## config.mk

```make
export PLATFORM = sky130hd
export DESIGN_NAME = pmf_prot
export DESIGN_NICKNAME = d
export VERILOG_FILES = /design/src/pmf_pkg.sv /design/src/pmf_chk_if.sv /design/src/pmf_lin_chk.sv /design/src/pmf_prot.sv
export SDC_FILE = /design/constraint.sdc
export NUM_CORES = 1
export LEC_CHECK = 0
export BUFFER_PORTS_ARGS = -buffer_cell sky130_fd_sc_hd__buf_2
export CAP_MARGIN = 10
export CORE_UTILIZATION = 54
export CTS_BUF_LIST = sky130_fd_sc_hd__clkbuf_4 sky130_fd_sc_hd__clkbuf_8
export DETAILED_ROUTE_END_ITERATION = 10
export PLACE_DENSITY = 0.76
export SKIP_CTS_REPAIR_TIMING = 1
export SLEW_MARGIN = 25
export SYNTH_ARGS = -nofsm -noshare
export SYNTH_HDL_FRONTEND = slang
export SYNTH_SLANG_ARGS = --single-unit
```

## constraint.sdc

```tcl
create_clock -name ref_clk -period 2.9 [get_ports ref_clk]
set_input_delay 0.145 -clock ref_clk [delete_from_list [all_inputs] [get_ports ref_clk]]
set_output_delay 0.145 -clock ref_clk [all_outputs]
set_load 0.02 [all_outputs]
```

## src/pmf_pkg.sv

```systemverilog
// constants and types of the protection settings block
package pmf_pkg;
  localparam logic [7:0] CMD_OC_LIM = 8'h46;
  localparam logic [7:0] CMD_OC_ACT = 8'h47;
  localparam logic [7:0] CMD_OC_WARN = 8'h4A;
  localparam logic [7:0] CMD_OT_LIM = 8'h4F;
  localparam logic [7:0] CMD_OT_ACT = 8'h50;

  localparam logic [15:0] OC_LIM_RST = 16'hF822;
  localparam logic [7:0] OC_ACT_RST = 8'hA1;
  localparam logic [15:0] OC_WARN_RST = 16'hF81F;
  localparam logic [15:0] OT_LIM_RST = 16'h007D;
  localparam logic [7:0] OT_ACT_RST = 8'hF9;

  // linear11 layout: exponent 15:11, mantissa 10:0
  localparam int EXP_HI = 15;
  localparam int EXP_LO = 11;
  localparam int MANT_HI = 10;
  localparam logic [4:0] EXP_HALF = 5'h1F;
  localparam logic [4:0] EXP_UNIT = 5'h00;
  localparam logic [10:0] AMP_MAX = 11'h0FE;
  localparam logic [10:0] DEG_MAX = 11'h096;

  // response byte fields
  localparam int RSP_HI = 7;
  localparam int RSP_LO = 6;
  localparam int CNT_HI = 5;
  localparam int CNT_LO = 3;
  localparam logic [1:0] RSP_NONE = 2'h0;
  localparam logic [1:0] RSP_HICCUP = 2'h2;
  localparam logic [2:0] CYCL_NEVER = 3'h7;
  localparam logic [9:0] BASE_CYC = 10'h008;

  localparam int N_OC_CODES = 10;
  localparam int N_OT_CODES = 9;
  localparam logic [7:0] OC_CODES [N_OC_CODES] =
    '{8'hA1, 8'h00, 8'h16, 8'h22, 8'h36, 8'hC0, 8'hD6, 8'hE2, 8'hF6, 8'hF8};
  localparam logic [7:0] OT_CODES [N_OT_CODES] =
    '{8'hF9, 8'h00, 8'h16, 8'h22, 8'h36, 8'hC0, 8'hD6, 8'hE2, 8'hF6};

  localparam int HICCUP_MS = 20;
  localparam int CLK_KHZ = 50000;
  localparam int HICCUP_CYC = HICCUP_MS * CLK_KHZ;
  localparam int TMR_W = 20;

  typedef enum logic [1:0] {
    ST_RUN = 2'b00,
    ST_OC_LATCH = 2'b01,
    ST_OC_WAIT = 2'b10,
    ST_OT_OFF = 2'b11
  } pmf_state_t;
endpackage : pmf_pkg

```

## src/pmf_chk_if.sv

```systemverilog
// carrier between a threshold word and its range checker
interface pmf_chk_if;
  logic [15:0] word;
  logic ok;
  modport chk (input word, output ok);
  modport usr (output word, input ok);
endinterface : pmf_chk_if

```

## src/pmf_lin_chk.sv

```systemverilog
// range and resolution check of one linear11 threshold word
module pmf_lin_chk #(
  parameter logic [4:0] EXP = 5'h00,
  parameter logic [10:0] MAX = 11'h000
) (
  pmf_chk_if.chk c
);
  logic [10:0] mant;

  assign mant = c.word[pmf_pkg::MANT_HI:0];

  // fixed exponent means any other exponent is a wrong resolution
  assign c.ok = (c.word[pmf_pkg::EXP_HI:pmf_pkg::EXP_LO] == EXP)
    && !mant[pmf_pkg::MANT_HI] && (mant <= MAX);
endmodule : pmf_lin_chk

```

## src/pmf_prot.sv

```systemverilog
// overcurrent and overtemperature protection settings and responses
////////////////////////////////////////////////////////////////////////////////
module pmf_prot #(
  parameter int HICCUP_CYC = pmf_pkg::HICCUP_CYC
) (
  input wire logic ref_clk,
  input wire logic nrst,
  input wire logic cmd_wr,
  input wire logic cmd_rd,
  input wire logic [7:0] cmd_code,
  input wire logic [15:0] cmd_wdata,
  input wire logic en_cmd,
  input wire logic sw_cycle,
  input wire logic valley_oc,
  input wire logic [10:0] iout_meas,
  input wire logic [10:0] temp_meas,
  output logic [15:0] rd_data_r,
  output logic rd_valid_r,
  output logic cmd_err_r,
  output logic out_en_r,
  output logic oc_fault_r,
  output logic oc_warn_r,
  output logic ot_fault_r,
  output logic [15:0] oc_lim_r
);
  ////////////////////////////////////////////////////////////////////////////////
  // settings registers and write checks
  logic [7:0] oc_act_r;
  logic [15:0] oc_warn_thr_r;
  logic [15:0] ot_thr_r;
  logic [7:0] ot_act_r;
  logic amp_ok;
  logic deg_ok;
  logic oc_code_ok;
  logic ot_code_ok;
  logic mapped;
  logic wr_ok;

  pmf_chk_if amp_if ();
  pmf_chk_if deg_if ();

  assign amp_if.word = cmd_wdata;
  assign deg_if.word = cmd_wdata;
  assign amp_ok = amp_if.ok;
  assign deg_ok = deg_if.ok;

  // one checker serves both current limits: same exponent and range
  pmf_lin_chk #(
    .EXP(pmf_pkg::EXP_HALF),
    .MAX(pmf_pkg::AMP_MAX)
  ) u_amp_chk (
    .c(amp_if)
  );

  pmf_lin_chk #(
    .EXP(pmf_pkg::EXP_UNIT),
    .MAX(pmf_pkg::DEG_MAX)
  ) u_deg_chk (
    .c(deg_if)
  );

  always_comb
  begin
    oc_code_ok = 1'b0;
    ot_code_ok = 1'b0;
    for (int i = 0; i < pmf_pkg::N_OC_CODES; i++)
    begin
      if (cmd_wdata[7:0] == pmf_pkg::OC_CODES[i])
      begin
        oc_code_ok = 1'b1;
      end
    end
    for (int i = 0; i < pmf_pkg::N_OT_CODES; i++)
    begin
      if (cmd_wdata[7:0] == pmf_pkg::OT_CODES[i])
      begin
        ot_code_ok = 1'b1;
      end
    end
  end

  always_comb
  begin
    mapped = 1'b1;
    wr_ok = 1'b0;
    unique case (cmd_code)
      pmf_pkg::CMD_OC_LIM: wr_ok = amp_ok;
      pmf_pkg::CMD_OC_ACT: wr_ok = oc_code_ok;
      pmf_pkg::CMD_OC_WARN: wr_ok = amp_ok;
      pmf_pkg::CMD_OT_LIM: wr_ok = deg_ok;
      pmf_pkg::CMD_OT_ACT: wr_ok = ot_code_ok;
      default: mapped = 1'b0;
    endcase
  end

  always_ff @(posedge ref_clk or negedge nrst)
  begin
    if (!nrst)
    begin
      oc_lim_r <= pmf_pkg::OC_LIM_RST;
      oc_act_r <= pmf_pkg::OC_ACT_RST;
      oc_warn_thr_r <= pmf_pkg::OC_WARN_RST;
      ot_thr_r <= pmf_pkg::OT_LIM_RST;
      ot_act_r <= pmf_pkg::OT_ACT_RST;
    end
    else if (cmd_wr && wr_ok)
    begin
      // rejected words never reach a register
      unique case (cmd_code)
        pmf_pkg::CMD_OC_LIM: oc_lim_r <= cmd_wdata;
        pmf_pkg::CMD_OC_ACT: oc_act_r <= cmd_wdata[7:0];
        pmf_pkg::CMD_OC_WARN: oc_warn_thr_r <= cmd_wdata;
        pmf_pkg::CMD_OT_LIM: ot_thr_r <= cmd_wdata;
        pmf_pkg::CMD_OT_ACT: ot_act_r <= cmd_wdata[7:0];
        default: ;
      endcase
    end
  end

  // error pulse for bad writes and for any unmapped code
  always_ff @(posedge ref_clk or negedge nrst)
  begin
    if (!nrst)
    begin
      cmd_err_r <= 1'b0;
    end
    else
    begin
      cmd_err_r <= (cmd_wr && !wr_ok) || (cmd_rd && !mapped);
    end
  end

  ////////////////////////////////////////////////////////////////////////////////
  // read back
  always_ff @(posedge ref_clk or negedge nrst)
  begin
    if (!nrst)
    begin
      rd_data_r <= 16'h0000;
      rd_valid_r <= 1'b0;
    end
    else
    begin
      rd_valid_r <= cmd_rd && mapped;
      if (cmd_rd)
      begin
        unique case (cmd_code)
          pmf_pkg::CMD_OC_LIM: rd_data_r <= oc_lim_r;
          pmf_pkg::CMD_OC_ACT: rd_data_r <= {8'h00, oc_act_r};
          pmf_pkg::CMD_OC_WARN: rd_data_r <= oc_warn_thr_r;
          pmf_pkg::CMD_OT_LIM: rd_data_r <= ot_thr_r;
          pmf_pkg::CMD_OT_ACT: rd_data_r <= {8'h00, ot_act_r};
          default: rd_data_r <= 16'h0000;
        endcase
      end
    end
  end

  ////////////////////////////////////////////////////////////////////////////////
  // threshold comparators
  always_ff @(posedge ref_clk or negedge nrst)
  begin
    if (!nrst)
    begin
      oc_warn_r <= 1'b0;
      ot_fault_r <= 1'b0;
    end
    else
    begin
      oc_warn_r <= $signed(iout_meas)
        >= $signed(oc_warn_thr_r[pmf_pkg::MANT_HI:0]);
      ot_fault_r <= $signed(temp_meas)
        >= $signed(ot_thr_r[pmf_pkg::MANT_HI:0]);
    end
  end

  ////////////////////////////////////////////////////////////////////////////////
  // consecutive overcurrent counting
  pmf_pkg::pmf_state_t st_r;
  pmf_pkg::pmf_state_t st_nxt;
  logic [9:0] oc_cnt_r;
  logic [9:0] oc_lim_cyc;
  logic [2:0] oc_cycl;
  logic [1:0] oc_rsp;
  logic [1:0] ot_rsp;
  logic oc_on;
  logic ot_on;
  logic trip;
  logic [pmf_pkg::TMR_W-1:0] tmr_r;

  assign oc_rsp = oc_act_r[pmf_pkg::RSP_HI:pmf_pkg::RSP_LO];
  assign oc_cycl = oc_act_r[pmf_pkg::CNT_HI:pmf_pkg::CNT_LO];
  assign ot_rsp = ot_act_r[pmf_pkg::RSP_HI:pmf_pkg::RSP_LO];
  // supported counts are 8, 32, 128, 512: eight shifted by the field
  assign oc_lim_cyc = pmf_pkg::BASE_CYC << oc_cycl;
  assign oc_on = (oc_rsp != pmf_pkg::RSP_NONE)
    && (oc_cycl != pmf_pkg::CYCL_NEVER);
  assign ot_on = ot_rsp != pmf_pkg::RSP_NONE;
  assign trip = (st_r == pmf_pkg::ST_RUN) && oc_on && sw_cycle && valley_oc
    && ({1'b0, oc_cnt_r} + 11'h001 >= {1'b0, oc_lim_cyc});

  always_ff @(posedge ref_clk or negedge nrst)
  begin
    if (!nrst)
    begin
      oc_cnt_r <= 10'h000;
    end
    else if (st_r != pmf_pkg::ST_RUN)
    begin
      oc_cnt_r <= 10'h000;
    end
    else if (sw_cycle)
    begin
      if (!valley_oc)
      begin
        oc_cnt_r <= 10'h000;
      end
      else if (oc_cnt_r != 10'h3FF)
      begin
        oc_cnt_r <= oc_cnt_r + 10'h001;
      end
    end
  end

  ////////////////////////////////////////////////////////////////////////////////
  // shutdown, hiccup and overtemperature sequencing
  always_comb
  begin
    st_nxt = st_r;
    if (!en_cmd)
    begin
      // commanded off ends every retry and clears latched shutdown
      st_nxt = pmf_pkg::ST_RUN;
    end
    else
    begin
      unique case (st_r)
        pmf_pkg::ST_RUN:
        begin
          if (ot_on && ot_fault_r)
          begin
            st_nxt = pmf_pkg::ST_OT_OFF;
          end
          else if (trip)
          begin
            st_nxt = (oc_rsp == pmf_pkg::RSP_HICCUP) ? pmf_pkg::ST_OC_WAIT
              : pmf_pkg::ST_OC_LATCH;
          end
        end
        pmf_pkg::ST_OC_LATCH:
        begin
          st_nxt = pmf_pkg::ST_OC_LATCH;
        end
        pmf_pkg::ST_OC_WAIT:
        begin
          if (tmr_r == '0)
          begin
            st_nxt = pmf_pkg::ST_RUN;
          end
        end
        pmf_pkg::ST_OT_OFF:
        begin
          if (!ot_fault_r || !ot_on)
          begin
            st_nxt = pmf_pkg::ST_RUN;
          end
        end
      endcase
    end
  end

  always_ff @(posedge ref_clk or negedge nrst)
  begin
    if (!nrst)
    begin
      st_r <= pmf_pkg::ST_RUN;
    end
    else
    begin
      st_r <= st_nxt;
    end
  end

  // restart wait; a new attempt re-arms counting from zero
  always_ff @(posedge ref_clk or negedge nrst)
  begin
    if (!nrst)
    begin
      tmr_r <= '0;
    end
    else if (st_r != pmf_pkg::ST_OC_WAIT && st_nxt == pmf_pkg::ST_OC_WAIT)
    begin
      tmr_r <= pmf_pkg::TMR_W'(HICCUP_CYC - 1);
    end
    else if (tmr_r != '0)
    begin
      tmr_r <= tmr_r - 1'b1;
    end
  end

  always_ff @(posedge ref_clk or negedge nrst)
  begin
    if (!nrst)
    begin
      out_en_r <= 1'b0;
      oc_fault_r <= 1'b0;
    end
    else
    begin
      out_en_r <= en_cmd && (st_nxt == pmf_pkg::ST_RUN);
      oc_fault_r <= (st_nxt == pmf_pkg::ST_OC_LATCH)
        || (st_nxt == pmf_pkg::ST_OC_WAIT);
    end
  end
endmodule : pmf_prot

```

# == Yosys cells after proc, flatten, opt, wreduce, memory -nomap -nowiden ==
# Index checks and enable logic that the tools add are counted.
# word_totals
register_bits,118
inputBits,53
output_inout_bits,38
# classes
addsub,3
n_lt_le_gt_ge,5
n_eq_ne,26
n_shift,1
n_mux,35
n_reduce_logical,43
# op_table
operator,n
16-bit case mux with 5 select lines,1
8-bit equality test (second input constant),7
8-bit by 7-bit equality test with 1-bit output (second input constant),5
10-bit 2-to-1 mux,4
20-bit 2-to-1 mux,2
11-bit greater-or-equal comparator,2
11-bit by 8-bit <= comparator with 1-bit output (second input constant),2
20-bit logical NOT,1
1-bit 2-to-1 mux,20
20-bit nonzero test,1
20-bit by 1-bit subtractor with 20-bit output (second input constant),1
8-bit by 6-bit equality test with 1-bit output (second input constant),2
1-bit logical AND,16
2-bit 2-to-1 mux,6
2-bit AND reduction,6
10-bit by 1-bit adder with 11-bit output (second input constant),1
11-bit by 10-bit greater-or-equal comparator with 1-bit output,1
10-bit by 1-bit adder with 10-bit output (second input constant),1
10-bit inequality test (second input constant),1
2-bit nonzero test,5
4-bit by 3-bit left shift with 10-bit output (first input constant),1
2-bit equality test (second input constant),4
8-bit by 5-bit equality test with 1-bit output (second input constant),1
8-bit logical NOT,1
other kinds (13),21

# == Logic depth before layout (Yosys ltp) ==
# logic_depth
word_depth,15
ltp_mapped,15
depth_no_buf,14

# == Cells and area by module ==
# Synthesis repeated with hierarchy kept, for this count alone.
# hier_totals
cells_unflattened,579
area_unflattened_um2,6473.7
# by_module_without_submodules
mod,instances,cells_each,area_each_um2
pmf_prot,1,567,6368.6
pmf_lin_chk at u_deg_chk,1,7,60.1
pmf_lin_chk at u_amp_chk,1,5,45.0

# == Least setup slack after synthesis ==
# OpenSTA, ideal clock, no wires.
# synth_timing
kind,reg2reg
start,register oc_cnt_r[0]
end,register tmr_r[17] (netlist name)
setup_ps,124
arrival_time_ps,3091
slack_ps,-315
path_stages_with_launch,16
synth_period_minus_slack_ps,3215
cell_sequence,dfrtp_1 ha_1 nand3_1 nor2_1 and3_1 xor2_1 ha_1 nor2b_1 o21ai_0 o211ai_1 a311oi_1 nor3_1 ha_1 and2_1 clkbuf_1 a211o_1
# synth_via
elab_chain_len,10
word_cells_on_any_way,11
# synth_lines
element,line_no,text
from (decl),pmf_prot.sv:181,logic [9:0] oc_cnt_r;
from (signal assigned),pmf_prot.sv:220,oc_cnt_r <= oc_cnt_r + 10'h001;
10-bit by 1-bit adder with 11-bit output (*),pmf_prot.sv:200,"&& ({1'b0, oc_cnt_r} + 11'h001 >= {1'b0, oc_lim_cyc});"
11-bit by 10-bit greater-or-equal comparator with 1-bit output (*),pmf_prot.sv:200,
1-bit logical AND (*),pmf_prot.sv:200,
2-bit 2-to-1 mux (*),pmf_prot.sv:244,else if (trip)
2-bit 2-to-1 mux (*),pmf_prot.sv:240,if (ot_on && ot_fault_r)
2-bit case mux with 4 select lines (*),pmf_prot.sv:237,unique case (st_r)
2-bit 2-to-1 mux (*),pmf_prot.sv:230,if (!en_cmd)
net st_nxt[1],pmf_prot.sv:180,pmf_pkg::pmf_state_t st_nxt;
2-bit equality test (*),pmf_prot.sv:291,else if (st_r != pmf_pkg::ST_OC_WAIT && st_nxt == pmf_pkg::ST_OC_WAIT)
1-bit logical AND (*),pmf_prot.sv:291,
20-bit 2-to-1 mux / 2-bit nonzero test (equally long branches),n/a,
to (signal assigned),pmf_prot.sv:293,tmr_r <= pmf_pkg::TMR_W'(HICCUP_CYC - 1);
to (signal assigned),pmf_prot.sv:297,tmr_r <= tmr_r - 1'b1;
to (decl),pmf_prot.sv:189,logic [pmf_pkg::TMR_W-1:0] tmr_r;
# Mark *: on every way through the listed nets, which the timed path passes. The rest lies on a longest branch.
# A chain may end at the register's enable or synchronous reset.

# == Worst setup path in the final report ==
# layout_timing
start,register oc_cnt_r[0]
end,register tmr_r[10] (netlist name)
# The elaborated chain is that of the path after synthesis.

==> results_dict.tcl <==
set metrics [dict create \
    status "finished with violations" \
    violations "setup timing" \
    worst-setup-path-type "register to register" \
    grt_pass1_wl_um 26120 \
    fin_worst_skew_ns 0.01485 \
    fmax_ghz 0.3338 \
    antenna_found_initial 0 \
    overflow 0 \
    tightest_slew_ns 0.6735 \
    wl_per_cell_um 17.63 \
    grt_pass1_vias 5475 \
    fin_ws_ns -0.09544 \
    synth_edf_count 0 \
    cts.sinks 118 \
    netlist_area_um2 6623 \
    postRouteAntennaNets 0 \
    power_mw 3.664 \
    ios 91 \
    coreArea_um2 11960 \
    power_frac_comb_pct 11.6 \
    p_sw_mw 1.044 \
    diodes 0 \
    synth.ff_latch_count 118 \
    dp_cells 872 \
    finalCritPeriodShare_pct 103.3 \
    critPathRequiredTime_ns 3.27 \
    drt_iter0_drc 365 \
    track_usage_pct 26.28 \
    finalSetupTns_ns -0.6197 \
    fin_crit_ns 2.995 \
    portBuffers 90 \
    nNetsFinal 843 \
    fill_cells 935 \
    synthArstFlopShare_pct 100.0 \
    timing.slew.headroom_pct 54.89 \
    cts.htree.levels 4 \
    ys_types 73 \
    hold_viol 0 \
    seqPwrFrac_pct 49.0 \
    endpoint_kind "register" \
    r2r_cells 15 \
    crit_path_max_fanout 8 \
    finalNonFillerCells 916 \
    setup_viol 8 \
    cap_violations 0 \
    synth_warnings 0 \
    pwr-share-clk_pct 39.4 \
    power.density_nw_per_um2 466.9 \
    vias 5439 \
    grt_max_degree 52 \
    timing.rr.start "oc_cnt_r[0]" \
    clkLatencyLatePin_ns 0.45 \
    area_growth_pct 18.50 \
    dieArea_um2 12710 \
    gp_congestion 0.8815 \
    drc 0 \
    crit_arrival_ns 3.36 \
    ys.flop_type "dfrtp_1" \
    start_kind "register" \
    postSynthCellCount 646 \
    peakVddDrop_mv 0.4032 \
    crit_start "oc_cnt_r[0]" \
    p_int_mw 2.620 \
    rr_endpoint "tmr_r[10]" \
    cts.reportedPaths.clkPinSlew_ns 0.08 \
    cts_tree "done" \
    utilization_pct 65.61 \
    syn_avg_cell_area_um2 10.25 \
    post_dp_cell_area_um2 7267 \
    row_count 40 \
    p_leak_nw 3.730 \
    drive_gt1_share_pct 31.08 \
    die_h_um 112.7 \
    cts_max_path_buffers 2 \
    syn_nets 733 \
    place_hpwl_um 11190 \
    rrSetupSlack_ns -0.1 \
    dr.pass1.iters 5 \
    critPathCapture "tmr_r[10]" \
    totalWireLength_um 16150 \
    fin_area_um2 7848 \
    start_util_pct 55.37 \
    clockRootBuffer "clkbuf_8" \
    hold_path_class "primary input to register" \
    routed_via_density 5.938 \
    drv_slew 0 \
    die_width_um 112.7 \
    ys_seq_area_share_pct 45.19 \
    rsz0062_at_grt "true" \
    cts_buffers 17 \
    swShare_pct 28.50 \
]
## placed cells by master, fill, tap and decap left out, types with 17 or more instances in the layout
| cell type | n |
|---|---|
| a22oi_1 | 18 |
| buf_2 | 89 |
| dfrtp_1 | 86 |
| buf_4 | 23 |
| ha_1 | 32 |
| o21ai_0 | 26 |
| dfstp_2 | 32 |
| inv_1 | 36 |
| nor2_1 | 51 |
| nand2_1 | 62 |
| clkbuf_8 | 19 |
| nand3_1 | 17 |
| nand2b_1 | 21 |
| a31oi_1 | 19 |
## routing by layer
layer / vias to the layer above / GRT usage, % / wire length [um]
li1: 2536 / - / -
met1: 2680 / 31.47 / 6640
met2: 195 / 45.39 / 8205
met3: 28 / 7.874 / 1023
met4: 0 / 8.533 / 276
met5: - / 0 / 0
## flip-flops by register name, indices dropped and copies added, names as in the netlist, 2 cells and up
name and cells:
st_r 2, oc_act_r 8, tmr_r 20, oc_lim_r 16, oc_warn_thr_r 16, rd_data_r 16
ot_thr_r 16, oc_cnt_r 10, ot_act_r 8
## through the flow
stage,hold WS [ns],setup WS [ns]
detailed placement,0.2207,-0.1217
CTS,-0.2575,-0.1403
global route,0.009168,-0.2355
global placement,0.2125,0.05995
floorplan,-0.1506,-0.04537
finish,0.006977,-0.09544
## power by group through the flow
stage / Combinational, mW / Clock [mW] / Sequential (mW)
global placement: 0.386 / 0 / 1.81
detailed placement: 0.404 / 0 / 1.82
global route: 0.473 / 1.53 / 1.80
CTS: 0.407 / 1.46 / 1.79
floorplan: 0.219 / 0 / 1.83
finish: 0.424 / 1.45 / 1.79
## synthesized netlist by cell type, types with 16 or more instances
master    instances  area share, %
a22oi_1          18            2.0
nand3_1          20            1.5
ha_1             34            6.4
mux2_4           16            3.6
a31oi_1          19            1.8
inv_1            36            2.0
nand2b_1         21            2.0
o21ai_0          27            2.0
nand2_1          63            3.6
dfrtp_1          86             32
dfstp_2          32             13
nor2_1           54            3.1
## cell type report
class,instances,area (um^2),area share [%]
multi-input combinational,462,3430,43.70
sequential,118,2993,38.14
timing repair buffer,120,721.9,9.200
clock buffer,19,261.5,3.332
tap,147,183.9,2.344
inverter,37,138.9,1.770
clock inverter,13,118.9,1.515
## worst min path at each step
stage / from / end / slack [ns] / cells after the start
after floorplan: nrst / cmd_err_r / -0.15 / 0
final: cmd_wdata[4] / ot_thr_r[4] / 0.007 / 3
after CTS: nrst / rd_data_r[2] / -0.26 / 1
after global placement: nrst / oc_act_r[2] / 0.21 / 1
after global routing: iout_meas[10] / oc_warn_r / 0.009 / 3
after detailed placement: nrst / oc_cnt_r[6] / 0.22 / 1
## worst max-delay path: stages (launching register included)
cell      delay, ns
dfrtp_1        0.42
ha_4           0.18
nand3_4        0.09
nor2_4         0.13
and3_4         0.20
xor2_2         0.19
ha_1           0.28
nor2b_1        0.14
o21ai_1        0.11
o211ai_1       0.13
a311oi_2       0.34
nor3_2         0.10
ha_2           0.19
and2_4         0.17
buf_4          0.15
nor2_1         0.11
## cell families after synthesis
group                      share of synthesized area, %
AOI/OAI and AO/OA                                 13.96
xor gates and xnor gates                          2.645
adders and majority gates                         6.424
buffers and inverters                             4.440
DFF                                               45.19
muxes                                             5.498
and+or+nand+nor                                   21.84
Power figures use the tool's default switching activity.
